--- config.mk ---
export PLATFORM = sky130hd
export DESIGN_NAME = ctt_timer
export DESIGN_NICKNAME = d
export VERILOG_FILES = /design/src/include/ctt_pkg.sv /design/src/ctt_ref_div.sv /design/src/ctt_edge_sync.sv /design/src/ctt_timer.sv
export SDC_FILE = /design/constraint.sdc
export NUM_CORES = 1
export LEC_CHECK = 0
export ABC_AREA = 1
export CAP_MARGIN = 20
export CORE_AREA = 2 2 126 128
export DETAILED_ROUTE_END_ITERATION = 10
export DIE_AREA = 0 0 128 130
export DONT_BUFFER_PORTS = 1
export GPL_ROUTABILITY_DRIVEN = 0
export MAX_ROUTING_LAYER = met4
export PLACE_DENSITY = 0.56
export REMOVE_ABC_BUFFERS = 1
export SLEW_MARGIN = 20
export SYNTH_ARGS = -nofsm -noshare
export SYNTH_HDL_FRONTEND = slang
export SYNTH_SLANG_ARGS = --single-unit
--- constraint.sdc ---
create_clock -name clk -period 2 [get_ports clk]
set_input_delay 0.2 -clock clk [delete_from_list [all_inputs] [get_ports clk]]
set_output_delay 0.2 -clock clk [all_outputs]
set_load 0.01 [all_outputs]
--- src/include/ctt_pkg.sv ---
package ctt_pkg;

  // Register offsets
  localparam logic [11:0] CSR_OFFSET    = 12'h010;
  localparam logic [11:0] RELOAD_OFFSET = 12'h014;
  localparam logic [11:0] CURRENT_OFFSET = 12'h018;
  localparam logic [11:0] CALIB_OFFSET  = 12'h01C;

  // Control and status field positions
  localparam int CSR_ENABLE_BIT   = 0;
  localparam int CSR_IRQ_EN_BIT   = 1;
  localparam int CSR_CLK_SEL_BIT  = 2;
  localparam int CSR_WRAPPED_BIT  = 16;

  // Calibration field positions
  localparam int CALIB_IMPRECISE_BIT = 30;
  localparam int CALIB_NO_REF_BIT    = 31;

  // Counter width and reset values
  localparam int          COUNT_W       = 24;
  localparam logic [23:0] COUNT_RESET   = 24'h000000;
  localparam logic [23:0] RELOAD_RESET  = 24'h000000;
  localparam logic [23:0] COUNT_ONE     = 24'h000001;
  localparam logic [31:0] READ_ZERO     = 32'h00000000;

  // Reference clock divide ratio in CPU cycles
  localparam int          REF_DIV_RATIO = 2;
  localparam logic [0:0]  REF_DIV_LAST  = 1'(REF_DIV_RATIO - 1);

  // Register access request from the core
  typedef struct packed {
    logic        req;
    logic        we;
    logic [11:0] addr;
    logic [31:0] wdata;
  } ctt_bus_req_t;

  // Register access answer to the core
  typedef struct packed {
    logic        ack;
    logic [31:0] rdata;
  } ctt_bus_rsp_t;

  // Calibration word from the configuration block
  typedef struct packed {
    logic        no_reference_clock;
    logic        calib_imprecise;
    logic [23:0] ten_ms_calibration;
  } ctt_calib_t;

endpackage : ctt_pkg

--- src/ctt_ref_div.sv ---
`timescale 1ns/1ps

// Reference tick enable at half the CPU clock rate
module ctt_ref_div (
  // Clock and reset
  input  logic clk,
  input  logic rst,
  // Tick enable
  output logic tick
);

  logic [0:0] div_reg;

  always_ff @(posedge clk) begin
    if (rst) begin
      div_reg <= '0;
    end else if (div_reg == ctt_pkg::REF_DIV_LAST) begin
      div_reg <= '0;
    end else begin
      div_reg <= div_reg + 1'b1;
    end
  end

  assign tick = (div_reg == ctt_pkg::REF_DIV_LAST);

endmodule : ctt_ref_div

--- src/ctt_edge_sync.sv ---
`timescale 1ns/1ps

// Two-stage synchroniser with rising edge pulse
module ctt_edge_sync (
  // Clock and reset
  input  logic clk,
  input  logic rst,
  // Asynchronous level in
  input  logic level_in,
  // One-cycle pulse per rising edge
  output logic rise
);

  logic meta_reg;
  logic sync_reg;
  logic prev_reg;

  always_ff @(posedge clk) begin
    if (rst) begin
      meta_reg <= 1'b0;
      sync_reg <= 1'b0;
      prev_reg <= 1'b0;
    end else begin
      meta_reg <= level_in;
      sync_reg <= meta_reg;
      prev_reg <= sync_reg;
    end
  end

  assign rise = sync_reg & ~prev_reg;

endmodule : ctt_edge_sync

--- src/ctt_timer.sv ---
`timescale 1ns/1ps

module ctt_timer (
  // Clock and reset
  input  logic                clk,
  input  logic                rst,
  // Register access from the core
  input  ctt_pkg::ctt_bus_req_t bus_req,
  output ctt_pkg::ctt_bus_rsp_t bus_rsp,
  // Calibration source from the configuration block
  input  ctt_pkg::ctt_calib_t calib_src,
  // Tick clock divider output
  input  logic                tick_div_clk,
  // Tick interrupt
  output logic                tick_irq
);

  // Control state
  logic                         counter_enable_reg;
  logic                         tick_irq_enable_reg;
  logic                         count_clock_select_reg;
  logic                         wrapped_flag_reg;
  logic [ctt_pkg::COUNT_W-1:0]  reload_reg;
  logic [ctt_pkg::COUNT_W-1:0]  count_reg;
  logic [ctt_pkg::COUNT_W-1:0]  count_next;
  logic [ctt_pkg::COUNT_W-1:0]  ten_ms_calibration_reg;
  logic                         calib_imprecise_reg;
  logic                         no_reference_clock_reg;
  logic                         irq_reg;
  logic                         ack_reg;
  logic [31:0]                  rdata_reg;

  // Decoded accesses
  logic                         sel_csr;
  logic                         sel_reload;
  logic                         sel_current;
  logic                         wr_csr;
  logic                         wr_reload;
  logic                         wr_current;
  logic                         rd_csr;

  // Tick sources
  logic                         half_tick;
  logic                         div_rise;
  logic                         ref_tick;
  logic                         count_tick;
  logic                         reach_zero;
  logic                         at_zero;
  logic                         at_one;
  logic                         count_load;
  logic                         count_dec;
  logic                         irq_fire;
  logic                         flag_clear;

  // Reads of the live registers
  logic [31:0]                  csr_view;
  logic [31:0]                  reload_view;
  logic [31:0]                  current_view;
  logic [31:0]                  calib_view;
  logic [31:0]                  rdata_next;

  // Internal half-rate reference tick
  ctt_ref_div u_ref_div (
    .clk  (clk),
    .rst  (rst),
    .tick (half_tick)
  );

  // Divider output brought into the CPU clock domain
  ctt_edge_sync u_div_sync (
    .clk      (clk),
    .rst      (rst),
    .level_in (tick_div_clk),
    .rise     (div_rise)
  );

  // Address decode
  assign sel_csr     = bus_req.addr == ctt_pkg::CSR_OFFSET;
  assign sel_reload  = bus_req.addr == ctt_pkg::RELOAD_OFFSET;
  assign sel_current = bus_req.addr == ctt_pkg::CURRENT_OFFSET;

  assign wr_csr     = bus_req.req & bus_req.we & sel_csr;
  assign wr_reload  = bus_req.req & bus_req.we & sel_reload;
  assign wr_current = bus_req.req & bus_req.we & sel_current;
  assign rd_csr     = bus_req.req & ~bus_req.we & sel_csr;

  // Reference tick: divider edge, or half rate when no divider exists
  always_comb begin
    if (no_reference_clock_reg) begin
      ref_tick = half_tick;
    end else begin
      ref_tick = div_rise;
    end
  end

  // Clock select and enable gate the count tick
  always_comb begin
    if (!counter_enable_reg) begin
      count_tick = 1'b0;
    end else if (count_clock_select_reg) begin
      count_tick = 1'b1;
    end else begin
      count_tick = ref_tick;
    end
  end

  // Count events; a write to current value beats any tick
  assign at_zero    = count_reg == ctt_pkg::COUNT_RESET;
  assign at_one     = count_reg == ctt_pkg::COUNT_ONE;
  assign count_load = count_tick & ~wr_current & at_zero;
  assign count_dec  = count_tick & ~wr_current & ~at_zero;
  assign reach_zero = count_tick & ~wr_current & at_one;
  assign irq_fire   = reach_zero & tick_irq_enable_reg;
  assign flag_clear = rd_csr | wr_current;

  // Next count value
  always_comb begin
    count_next = count_reg;
    if (wr_current) begin
      count_next = ctt_pkg::COUNT_RESET;
    end else if (count_load) begin
      count_next = reload_reg;
    end else if (count_dec) begin
      count_next = count_reg - ctt_pkg::COUNT_ONE;
    end
  end

  // Counter
  always_ff @(posedge clk) begin
    if (rst) begin
      count_reg <= ctt_pkg::COUNT_RESET;
    end else begin
      count_reg <= count_next;
    end
  end

  // Counter enable
  always_ff @(posedge clk) begin
    if (rst) begin
      counter_enable_reg <= 1'b0;
    end else if (wr_csr) begin
      counter_enable_reg <= bus_req.wdata[ctt_pkg::CSR_ENABLE_BIT];
    end
  end

  // Interrupt enable
  always_ff @(posedge clk) begin
    if (rst) begin
      tick_irq_enable_reg <= 1'b0;
    end else if (wr_csr) begin
      tick_irq_enable_reg <= bus_req.wdata[ctt_pkg::CSR_IRQ_EN_BIT];
    end
  end

  // Count clock select
  always_ff @(posedge clk) begin
    if (rst) begin
      count_clock_select_reg <= 1'b0;
    end else if (wr_csr) begin
      count_clock_select_reg <= bus_req.wdata[ctt_pkg::CSR_CLK_SEL_BIT];
    end
  end

  // Reload value
  always_ff @(posedge clk) begin
    if (rst) begin
      reload_reg <= ctt_pkg::RELOAD_RESET;
    end else if (wr_reload) begin
      reload_reg <= bus_req.wdata[ctt_pkg::COUNT_W-1:0];
    end
  end

  // Wrapped flag: a new wrap wins over a clear in the same cycle
  always_ff @(posedge clk) begin
    if (rst) begin
      wrapped_flag_reg <= 1'b0;
    end else if (reach_zero) begin
      wrapped_flag_reg <= 1'b1;
    end else if (flag_clear) begin
      wrapped_flag_reg <= 1'b0;
    end
  end

  // Tick interrupt pulse
  always_ff @(posedge clk) begin
    if (rst) begin
      irq_reg <= 1'b0;
    end else begin
      irq_reg <= irq_fire;
    end
  end

  assign tick_irq = irq_reg;

  // Ten-millisecond value from the configuration block
  always_ff @(posedge clk) begin
    if (rst) begin
      ten_ms_calibration_reg <= ctt_pkg::COUNT_RESET;
    end else begin
      ten_ms_calibration_reg <= calib_src.ten_ms_calibration;
    end
  end

  // Precision marker from the configuration block
  always_ff @(posedge clk) begin
    if (rst) begin
      calib_imprecise_reg <= 1'b0;
    end else begin
      calib_imprecise_reg <= calib_src.calib_imprecise;
    end
  end

  // Reference clock presence from the configuration block
  always_ff @(posedge clk) begin
    if (rst) begin
      no_reference_clock_reg <= 1'b0;
    end else begin
      no_reference_clock_reg <= calib_src.no_reference_clock;
    end
  end

  // Register views; reserved bits read as zero
  always_comb begin
    csr_view = ctt_pkg::READ_ZERO;
    csr_view[ctt_pkg::CSR_ENABLE_BIT]  = counter_enable_reg;
    csr_view[ctt_pkg::CSR_IRQ_EN_BIT]  = tick_irq_enable_reg;
    csr_view[ctt_pkg::CSR_CLK_SEL_BIT] = count_clock_select_reg;
    csr_view[ctt_pkg::CSR_WRAPPED_BIT] = wrapped_flag_reg;
  end

  always_comb begin
    reload_view = ctt_pkg::READ_ZERO;
    reload_view[ctt_pkg::COUNT_W-1:0] = reload_reg;
  end

  always_comb begin
    current_view = ctt_pkg::READ_ZERO;
    current_view[ctt_pkg::COUNT_W-1:0] = count_reg;
  end

  always_comb begin
    calib_view = ctt_pkg::READ_ZERO;
    calib_view[ctt_pkg::COUNT_W-1:0] = ten_ms_calibration_reg;
    calib_view[ctt_pkg::CALIB_IMPRECISE_BIT] = calib_imprecise_reg;
    calib_view[ctt_pkg::CALIB_NO_REF_BIT] = no_reference_clock_reg;
  end

  // Read data mux; unmapped addresses read zero
  always_comb begin
    case (bus_req.addr)
      ctt_pkg::CSR_OFFSET: begin
        rdata_next = csr_view;
      end
      ctt_pkg::RELOAD_OFFSET: begin
        rdata_next = reload_view;
      end
      ctt_pkg::CURRENT_OFFSET: begin
        rdata_next = current_view;
      end
      ctt_pkg::CALIB_OFFSET: begin
        rdata_next = calib_view;
      end
      default: begin
        rdata_next = ctt_pkg::READ_ZERO;
      end
    endcase
  end

  // Answer one cycle after the request
  always_ff @(posedge clk) begin
    if (rst) begin
      ack_reg <= 1'b0;
    end else begin
      ack_reg <= bus_req.req;
    end
  end

  // Read data stands only with the answer to a read
  always_ff @(posedge clk) begin
    if (rst) begin
      rdata_reg <= ctt_pkg::READ_ZERO;
    end else if (bus_req.req && !bus_req.we) begin
      rdata_reg <= rdata_next;
    end else begin
      rdata_reg <= ctt_pkg::READ_ZERO;
    end
  end

  always_comb begin
    bus_rsp.ack   = ack_reg;
    bus_rsp.rdata = rdata_reg;
  end

endmodule : ctt_timer

==> results of run 1 <==
-- per-layer routing --
layer / global-route usage / vias to the layer above / part of all wire
met1: 0.233 / 2005 / 0.49
met4: 0.0569 / 0 / 0.017
li1: - / 2364 / -
met3: 0.0279 / 13 / 0.042
met2: 0.277 / 103 / 0.45
met5: - / - / 0
-- what timing repair did --
item	in CTS	in global routing
endpoints found under the setup margin	0	0
hold endpoints to repair	31	0
hold buffers	29	0
buffers inserted	0	0
-- stage by stage --
step | instance area, um2 | std cells | hold WS [ns] | util
final | 6090 | 970 | 0.0270 | 0.395
after global routing | 6090 | 970 | 0.0275 | 0.395
after CTS | 6090 | 970 | 0.0171 | 0.395
after detailed placement | 5470 | 925 | 0.279 | 0.355
after global placement | 5470 | 925 | 0.277 | 0.355
after floorplan | 5040 | 709 | 0.267 | -
-- critical path: stages (launching register included) --
cell,delay (ns)
dfxtp_1,0.33
inv_1,0.18
ha_1,0.29
nand2_1,0.12
nor2_1,0.23
nand3_1,0.13
nor2_1,0.15
nand2_1,0.08
nand3_2,0.06
nand2_2,0.05
a21oi_2,0.10
-- final cells by class --
| type | count | share of cell area |
|---|---|---|
| Clock inverter | 4 | 0.0115 |
| Timing Repair Buffer | 53 | 0.0809 |
| Inverter | 151 | 0.0939 |
| Sequential cell | 110 | 0.362 |
| Multi-Input combinational cell | 448 | 0.372 |
| Clock buffer | 12 | 0.0405 |
| Tap cell | 192 | 0.0394 |
-- cells in the final DEF, fill, tap and decap left out, drive strengths merged --
cell type and instances:
inv 151, nor2 120, dfxtp 110, nand2 102
o21ai 69, a21oi 68, nand3 31, dlygate4sd3 28
o22ai 27, buf 25, clkbuf 12, nand4 8
xor2 6, conb 6, nor3 4, ha 3
bufinv 2, clkinv 2, or2 2, o211ai 1
nor4 1
-- worst paths after layout --
path / from / to / slack [ns] / cells past startpoint
setup / recovery: count_reg[0] / count_reg[18] / 0.23 / 10
hold / removal: rst / rdata_reg[30] / 0.03 / 3
setup reg to reg: count_reg[0] / count_reg[18] / 0.23 / 10
hold reg to reg: u_div_sync.meta_reg / u_div_sync.sync_reg / 0.40 / 2
-- where the power goes --
part	switching [uW]	internal (uW)	total, uW
Combinational	87.0	72.1	159
Sequential	9.03	2220	2230
Clock	797	1130	1930
-- kinds of logic after synthesis --
| group | synth area share |
|---|---|
| xor+xnor | 0.0100 |
| flops | 0.420 |
| buf+inv | 0.151 |
| compound gates | 0.170 |
| simple gates | 0.241 |
| other cells | 0.000716 |
| fa+ha+maj | 0.00716 |
==> summary.md, run 1 <==
| Metric | Value |
|---|---|
| Core Area | `15400 um2` |
| Initial antenna violation count | `0` |
| Antenna diodes | `0` |
| WS Path Type | `flop to flop` |
| WL per Instance | `14.0 um` |
| Clock root cell | `clkbuf_16` |
| Final WL | `around 14000 um` |
| Width of the die | `between 100 and 150 um` |
| CP Max Fanout | `6` |
| Drt via density | `4.62` |
| Post-synth EDFFs | `0` |
| FP Rows | `46` |
| Post-synthesis sequential area ratio | `0.420` |
| DR iter-0 viols | `224` |
| Die Y | `130 um` |
| Clock Path Buffers | `2` |
| Max-Cap Viols | `0` |
| All-Layer GR Usage | `0.176` |
| Max Fclk | `566 MHz` |
| CTS tree | `done` |
| Crit start category | `flop` |
| Fin. max-slew vios | `0` |
| Grt ovf | `0` |
| Synth cell types | `32` |
| Yosys top cell by area | `dfxtp_1` |
| Final period utilization | `0.884` |
| Pwr/cell area | `709 nW/um2` |
| Most instantiated cells after synthesis | `inv_1 (148), dfxtp_1 (110), nor2_1 (106)` |
| Cell Area, Synth | `approximately 5200 um2` |
| Clk_skew | `approximately 0.0077 ns` |
| Worst Path Arrival | `2.06 ns` |
| Most frequent cell after synthesis | `inv_1` |
| Resize count post-CTS | `0` |
| Synth Instances | `739` |
| Area of the multi-input gates | `around 2300 um2` |
| CTS buffer count | `9` |
| Asr flop ratio synth | `0` |
| Top-area cell type share of the netlist area | `0.420` |
| Post-layout min period | `1.77 ns` |
| DRC | `0` |
| Number of global-route vias before repair | `4276` |
| Reg clk slew, reported paths | `0.07 ns` |
| Final-report setup violation count | `0` |
| Dpl ws | `approximately 0.26 ns` |
| Worst path required time | `2.30 ns` |
| Max reg flops | `26` |
| Synthesis Warnings | `0` |
| CP endpoint kind | `flop` |
| Dominant synthesized flop cell | `dfxtp_1` |
| Clock insertion delay at the later pin of the skew report | `0.35 ns` |
| Area contributors post-synth | `dfxtp_1 (42%), inv_1 (11%), nor2_1 (7.6%)` |
| Synthesized flop and latch total | `110` |
| Vias post-DR | `~4500` |
| Unrepaired setup endpoints after global routing | `false` |
| Tot Pwr | `4320 uW` |
| Largest net degree at the start of global routing | `32` |
| Hold crit path type | `input pin to flop` |
| Input/output buffers | `0` |
| Flip-flop and latch area | `2200 um2` |
| Setup TNS | `0 ns` |
| Outcome | `completed` |
| Leakage Power | `0.00274 uW` |
| CTS H-Tree Depth | `3` |
| Worst Slack Setup Final | `0.232 ns` |
| Final #Nets | `851` |
| # fillers | `1667` |
| Synth Area per Inst | `7.09 um2` |
| Global-route wire length before repair | `between 20000 and 25000 um` |
| Die Area | `16600 um2` |
| Area grow syn2layout | `16.2%` |
| Clk sinks | `110` |
| Post-DP HPWL | `9730 um` |
| Antenna-violating nets left | `0` |
| Final hold vios | `0` |
| DRT Pass-1 Iters | `5` |
| Initial Util | `0.340` |
| Proportion of layout cells with a drive suffix above 1 | `0.112` |
| VDD IR max | `about 0.36 mV` |
| Ports | `109` |
No activity file was read; power rests on OpenSTA's default activity.
==> run 2: changes to the inputs <==
--- a/config.mk
+++ b/config.mk
@@ -5,11 +5,10 @@
 export SDC_FILE = /design/constraint.sdc
 export NUM_CORES = 1
 export LEC_CHECK = 0
-export ABC_AREA = 1
 export CAP_MARGIN = 20
-export CORE_AREA = 2 2 126 128
+export CORE_AREA = 2 2 119 121
 export DETAILED_ROUTE_END_ITERATION = 10
-export DIE_AREA = 0 0 128 130
+export DIE_AREA = 0 0 121 123
 export DONT_BUFFER_PORTS = 1
 export GPL_ROUTABILITY_DRIVEN = 0
 export MAX_ROUTING_LAYER = met4
==> summary.md, run 2 <==
| Metric | Value |
|---|---|
| Outcome | `finished with violations` |
| Failing checks | `setup timing` |
| Antenna diodes | `0` |
| Ports | `109` |
| Clk_skew | `roughly 0.0063 ns` |
| Post-DP HPWL | `9350 um` |
| Yosys top cell by area | `dfxtp_1` |
| Antenna-violating nets left | `0` |
| Core Area | `13600 um2` |
| Stages on the worst setup path | `6` |
| Max reg flops | `26` |
| Pwr/cell area | `about 670 nW/um2` |
| Post-synthesis sequential area ratio | `0.474` |
| Width of the die | `121 um` |
| All-Layer GR Usage | `0.186` |
| Hold path depth | `1` |
| Die Area | `14900 um2` |
| CTS tree | `done` |
| DR iter-0 viols | `between 300 and 400` |
| Reg clk slew, reported paths | `0.07 ns` |
| Unrepaired setup endpoints after global routing | `true` |
| Final period utilization | `1.11` |
| CTS H-Tree Depth | `3` |
| GRT Max-Usage Layer | `met2` |
| Synth cell types | `51` |
| Area contributors post-synth | `dfxtp_1 (47%), nand2_1 (5.6%), nor2b_1 (4.4%)` |
| M2 GR Usage | `0.310` |
| Clock root cell | `clkbuf_16` |
| Final-report setup violation count | `26` |
| Crit-path leading delay family | `simple AND/OR/NAND/NOR gates` |
| Reg2reg path depth | `6` |
| Clock insertion delay at the later pin of the skew report | `0.36 ns` |
| Most frequent cell after synthesis | `dfxtp_1` |
| Synth Area per Inst | `~9 um2` |
| Proportion of layout cells with a drive suffix above 1 | `0.221` |
| Drt via density | `5.20` |
| Post-layout min period | `2.22 ns` |
| CTS buffer count | `9` |
| Cell Area, Synth | `4650 um2` |
| Leakage Power | `0.00237 uW` |
| Clk sinks | `110` |
| Initial Util | `0.342` |
| Slew margin rel. | `0.595` |
| Met3 usage | `0.0291` |
| Max-Cap Viols | `0` |
| Grt ovf | `0` |
| Worst path required time | `~2.2 ns` |
| Post-synth EDFFs | `0` |
| CP endpoint kind | `flop` |
| Post-layout util | `0.462` |
| Dominant synthesized flop cell | `dfxtp_1` |
| Synthesized flop and latch total | `110` |
| Post-route cell area | `6290 um2` |
| Clock Path Buffers | `2` |
| Asr flop ratio synth | `0` |
| Critical Path Max Stage Delay | `0.55 ns` |
| Fin. max-slew vios | `0` |
| Synth Instances | `517` |
| Slowest-stage cell, CP | `or4_4` |
| Dpl cell area | `roughly 5300 um2` |
| Worst Path Arrival | `around 2.5 ns` |
| Leading cell type in the layout, fill and taps excluded | `dfxtp_1` |
| Final Non-Filler Cells | `805` |
| Least-Margin Pin Slew | `0.603 ns` |
| Input/output buffers | `0` |
| Number of global-route vias before repair | `4271` |
| Final #Nets | `699` |
| Global-route wire length before repair | `21400 um` |
| Die Y | `123 um` |
| Post-placement cell count | `733` |
| Commonest cells after routing, fill and taps aside | `dfxtp_1 (109), buf_4 (75), nand2_1 (70), dlygate4sd3_1 (51), nor2_1 (39)` |
| Most instantiated cells after synthesis | `dfxtp_1 (110), nand2_1 (70), nor2_1 (40)` |
| Synthesis Warnings | `0` |
| Hold WS | `0.0201 ns` |
| Crit start category | `flop` |
| CP Buf/Inv Count | `1` |
| Final hold vios | `0` |
| Tot Pwr | `roughly 4200 uW` |
| WL per Instance | `16.3 um` |
| Vias post-DR | `between 4000 and 5000` |
| Final WL | `13100 um` |
| VDD IR max | `0.368 mV` |
| Largest net degree at the start of global routing | `59` |
| WS Path Type | `flop to flop` |
| Top-area cell type share of the netlist area | `0.474` |
| Crit path cell chain | `or4_4 -> nor4_4 -> nand3_4 -> buf_12 -> mux2_2 -> a32o_1` |
| Initial antenna violation count | `0` |
| Area grow syn2layout | `35.3%` |
| Max Fclk | `450 MHz` |
| Worst Slack Setup Final | `-0.222 ns` |
| GRT met1 Usage | `0.228` |
| FP Rows | `43` |
| DRC | `0` |
| CP Max Fanout | `13` |
| DRT Pass-1 Iters | `7` |
| Hold crit path type | `input pin to flop` |
-- run 2: cell type report --
type,count,area [um2]
inverter,6,22.5
sequential,110,2200
clock inverter,5,50.0
multi-input combinational,357,2270
clock buffer,10,239
fill,1341,7320
timing repair buffer,137,1280
tap,180,225
-- run 2: timing repair --
action | 4_1_cts | 5_1_grt
pin swaps | 4 | 5
setup buffers | 4 | 1
endpoints found under the setup margin | 25 | 26
hold buffers | 52 | 0
endpoints found under the hold margin | 58 | 0
gates resized for setup | 9 | 14
-- run 2: final timing paths --
kind | from | endpoint | slack [ns]
setup / recovery | count_reg[5] | count_reg[11] | -0.22
hold / removal | bus_req[45] | ack_reg | 0.02
setup reg to reg | count_reg[5] | count_reg[11] | -0.22
hold reg to reg | u_ref_div.tick | u_ref_div.tick | 0.44
-- run 2: per-layer routing --
layer / part of all wire / up-vias / routed length (um)
li1: - / 2058 / -
met1: 0.46 / 1993 / 6040
met2: 0.49 / 118 / 6390
met3: 0.038 / 18 / 504
met4: 0.016 / 0 / 208
met5: 0 / - / 0
-- run 2: power breakdown --
| part | internal (uW) | switching, uW |
|---|---|---|
| clock | 990 | 799 |
| combinational | 101 | 62.7 |
| sequential | 2220 | 12.2 |
-- run 2: metrics by stage --
stage | setup slack (ns) | TNS (ns)
final | -0.222 | -3.26
after floorplan | -0.451 | -28.50
after global routing | -0.287 | -5.41
after global placement | -0.271 | -9.38
after detailed placement | -0.309 | -11.11
after CTS | -0.193 | -2.14
-- run 2: kinds of logic (layout without fill, tap and decap cells) --
kind of cell / count (synthesis) / count (layout) / synth area share
AOI/OAI and AO/OA: 109 / 109 / 0.162
adders and majority gates: 3 / 3 / 0.00807
buffers and inverters: 55 / 158 / 0.0584
muxes: 23 / 23 / 0.0519
and+or+nand+nor: 216 / 216 / 0.245
DFF: 110 / 110 / 0.473
other: 1 / 6 / 0.000806
==> run 3: changes to the inputs <==
--- a/config.mk
+++ b/config.mk
@@ -13,7 +13,6 @@
 export GPL_ROUTABILITY_DRIVEN = 0
 export MAX_ROUTING_LAYER = met4
 export PLACE_DENSITY = 0.56
-export REMOVE_ABC_BUFFERS = 1
 export SLEW_MARGIN = 20
 export SYNTH_ARGS = -nofsm -noshare
 export SYNTH_HDL_FRONTEND = slang
==> summary.md, run 3 (same netlist as run 2, synthesis figures left out) <==
| Metric | Value |
|---|---|
| Outcome | `finished with violations` |
| Failing checks | `setup timing` |
| Worst Slack Setup Final | `-0.213 ns` |
| Hold Crit Start | `calib_src[6]` |
| Worst setup path end | `count_reg[7]` |
| Final WL | `between 10000 and 15000 um` |
| Reg2reg path depth | `6` |
| Die Area | `14900 um2` |
| Global-route wire length before repair | `21500 um` |
| Crit-path leading delay family | `simple AND/OR/NAND/NOR gates` |
| R2r setup slk | `-0.21 ns` |
| Slew margin rel. | `0.580` |
| Largest net degree at the start of global routing | `59` |
| WS Path Type | `flop to flop` |
| CTS tree | `done` |
| FP Rows | `43` |
| Max-Cap Viols | `0` |
| Leakage Power | `0.00238 uW` |
| Clk sinks | `110` |
| Post-placement cell count | `725` |
| Die Y | `123 um` |
| Crit path cell chain | `or4_4 -> nor4_4 -> nand3_4 -> buf_6 -> mux2_2 -> a32o_1` |
| Least-Margin Pin Slew | `0.625 ns` |
| Grt ovf | `0` |
| Post-route cell area | `6390 um2` |
| Crit start category | `flop` |
| Reg clk slew, reported paths | `0.07 ns` |
| CP Buf/Inv Count | `1` |
| Max reg flops | `26` |
| Worst Path Arrival | `about 2.5 ns` |
| All-Layer GR Usage | `0.191` |
| Hold crit path type | `input pin to flop` |
| Clock Path Buffers | `2` |
| Post-layout min period | `roughly 2.2 ns` |
| Number of global-route vias before repair | `4261` |
| DRC | `0` |
| Initial Util | `0.342` |
| Final Non-Filler Cells | `801` |
| Critical Path Max Stage Delay | `0.57 ns` |
| Final-report setup violation count | `26` |
| Core Area | `13600 um2` |
| Dpl cell area | `~5400 um2` |
| WL per Instance | `16.8 um` |
| CTS H-Tree Depth | `3` |
| DRT Pass-1 Iters | `5` |
| Worst R2R Start | `count_reg[8]` |
| VDD IR max | `0.552 mV` |
| Pwr/cell area | `644 nW/um2` |
| Clock root cell | `clkbuf_16` |
| Unrepaired setup endpoints after global routing | `true` |
| Max Fclk | `452 MHz` |
| Antenna-violating nets left | `0` |
| Area grow syn2layout | `37.5%` |
| DR iter-0 viols | `~290` |
| CP endpoint kind | `flop` |
| CP Max Fanout | `5` |
| Worst path required time | `around 2.3 ns` |
| Post-DP HPWL | `~9100 um` |
| Final hold vios | `0` |
| Clk_skew | `around 0.0069 ns` |
| Drt via density | `5.27` |
| Width of the die | `between 100 and 150 um` |
| Antenna diodes | `0` |
| Leading cell type in the layout, fill and taps excluded | `dfxtp_1` |
| CP Launch Point | `count_reg[8]` |
| Clock insertion delay at the later pin of the skew report | `0.36 ns` |
| Commonest cells after routing, fill and taps aside | `dfxtp_1 (109), nand2_1 (70), buf_4 (58), dlygate4sd3_1 (51), nor2_1 (37)` |
| Vias post-DR | `4218` |
| Stages on the worst setup path | `6` |
| Final #Nets | `695` |
| RR Endpoint | `count_reg[7]` |
| Final period utilization | `1.11` |
| Fin. max-slew vios | `0` |
| Initial antenna violation count | `0` |
| Proportion of layout cells with a drive suffix above 1 | `0.230` |
| Ports | `109` |
| Slowest-stage cell, CP | `or4_4` |
| Input/output buffers | `0` |
| CTS buffer count | `9` |
[run 3: changes by cell type in the layout (fill, tap and decap cells not counted), sizes merged]
| cell | change |
|---|---|
| buf | -4 |
| clkbuf | +2 |
| bufinv | -1 |
| clkinv | -1 |
[run 3: stage by stage]
stage               power [uW]  utilization  hold WS [ns]  TNS [ns]  setup WS [ns]
floorplan                 2350            -         0.328     -9.92         -0.303
detailed placement        2340        0.397         0.281    -10.09         -0.314
global placement          2340        0.397         0.280     -7.33         -0.241
global route              4260        0.470       0.00413     -5.64         -0.290
CTS                       4170        0.462       0.00185     -2.79         -0.175
finish                    4120        0.470        0.0107     -3.64         -0.213
[run 3: per-layer routing]
layer	global-route usage	vias to the layer above	part of all wire	wire [um]
met5	-	-	0	0
met1	0.242	2032	0.46	6160
met2	0.301	125	0.47	6320
met4	0.0683	0	0.020	263
li1	-	2042	-	-
met3	0.0406	19	0.055	740
[run 3: worst min-delay path by stage]
stage	end	slack, ns	cells after the start
floorplan	calib_imprecise_reg	0.33	1
global route	ten_ms_calibration_reg[6]	0.004	1
detailed placement	reload_reg[3]	0.28	1
global placement	reload_reg[3]	0.28	1
CTS	ten_ms_calibration_reg[6]	0.002	1
finish	ten_ms_calibration_reg[6]	0.01	1
[run 3: layout make-up]
cell class	instances	area, um2
sequential	110	2200
clock inverter	3	18.8
fill	1314	7220
timing repair buffer	133	1350
inverter	6	22.5
tap	180	225
multi-input combinational	357	2310
clock buffer	12	267
[run 3: what timing repair did]
item / 4_1_cts / 5_1_grt
pin swaps: 4 / 9
setup endpoints to repair: 24 / 26
hold buffers: 52 / 0
hold endpoints to repair: 58 / 0
setup buffers: 5 / 5
gates resized for setup: 8 / 16
[run 3: power by group]
group	switching (uW)	leakage [uW]	total [uW]	internal (uW)
Sequential	11.8	0.000895	2230	2220
Clock	782	0.000144	1720	938
Combinational	62.2	0.00135	162	99.9
Total	856	0.00238	4120	3260
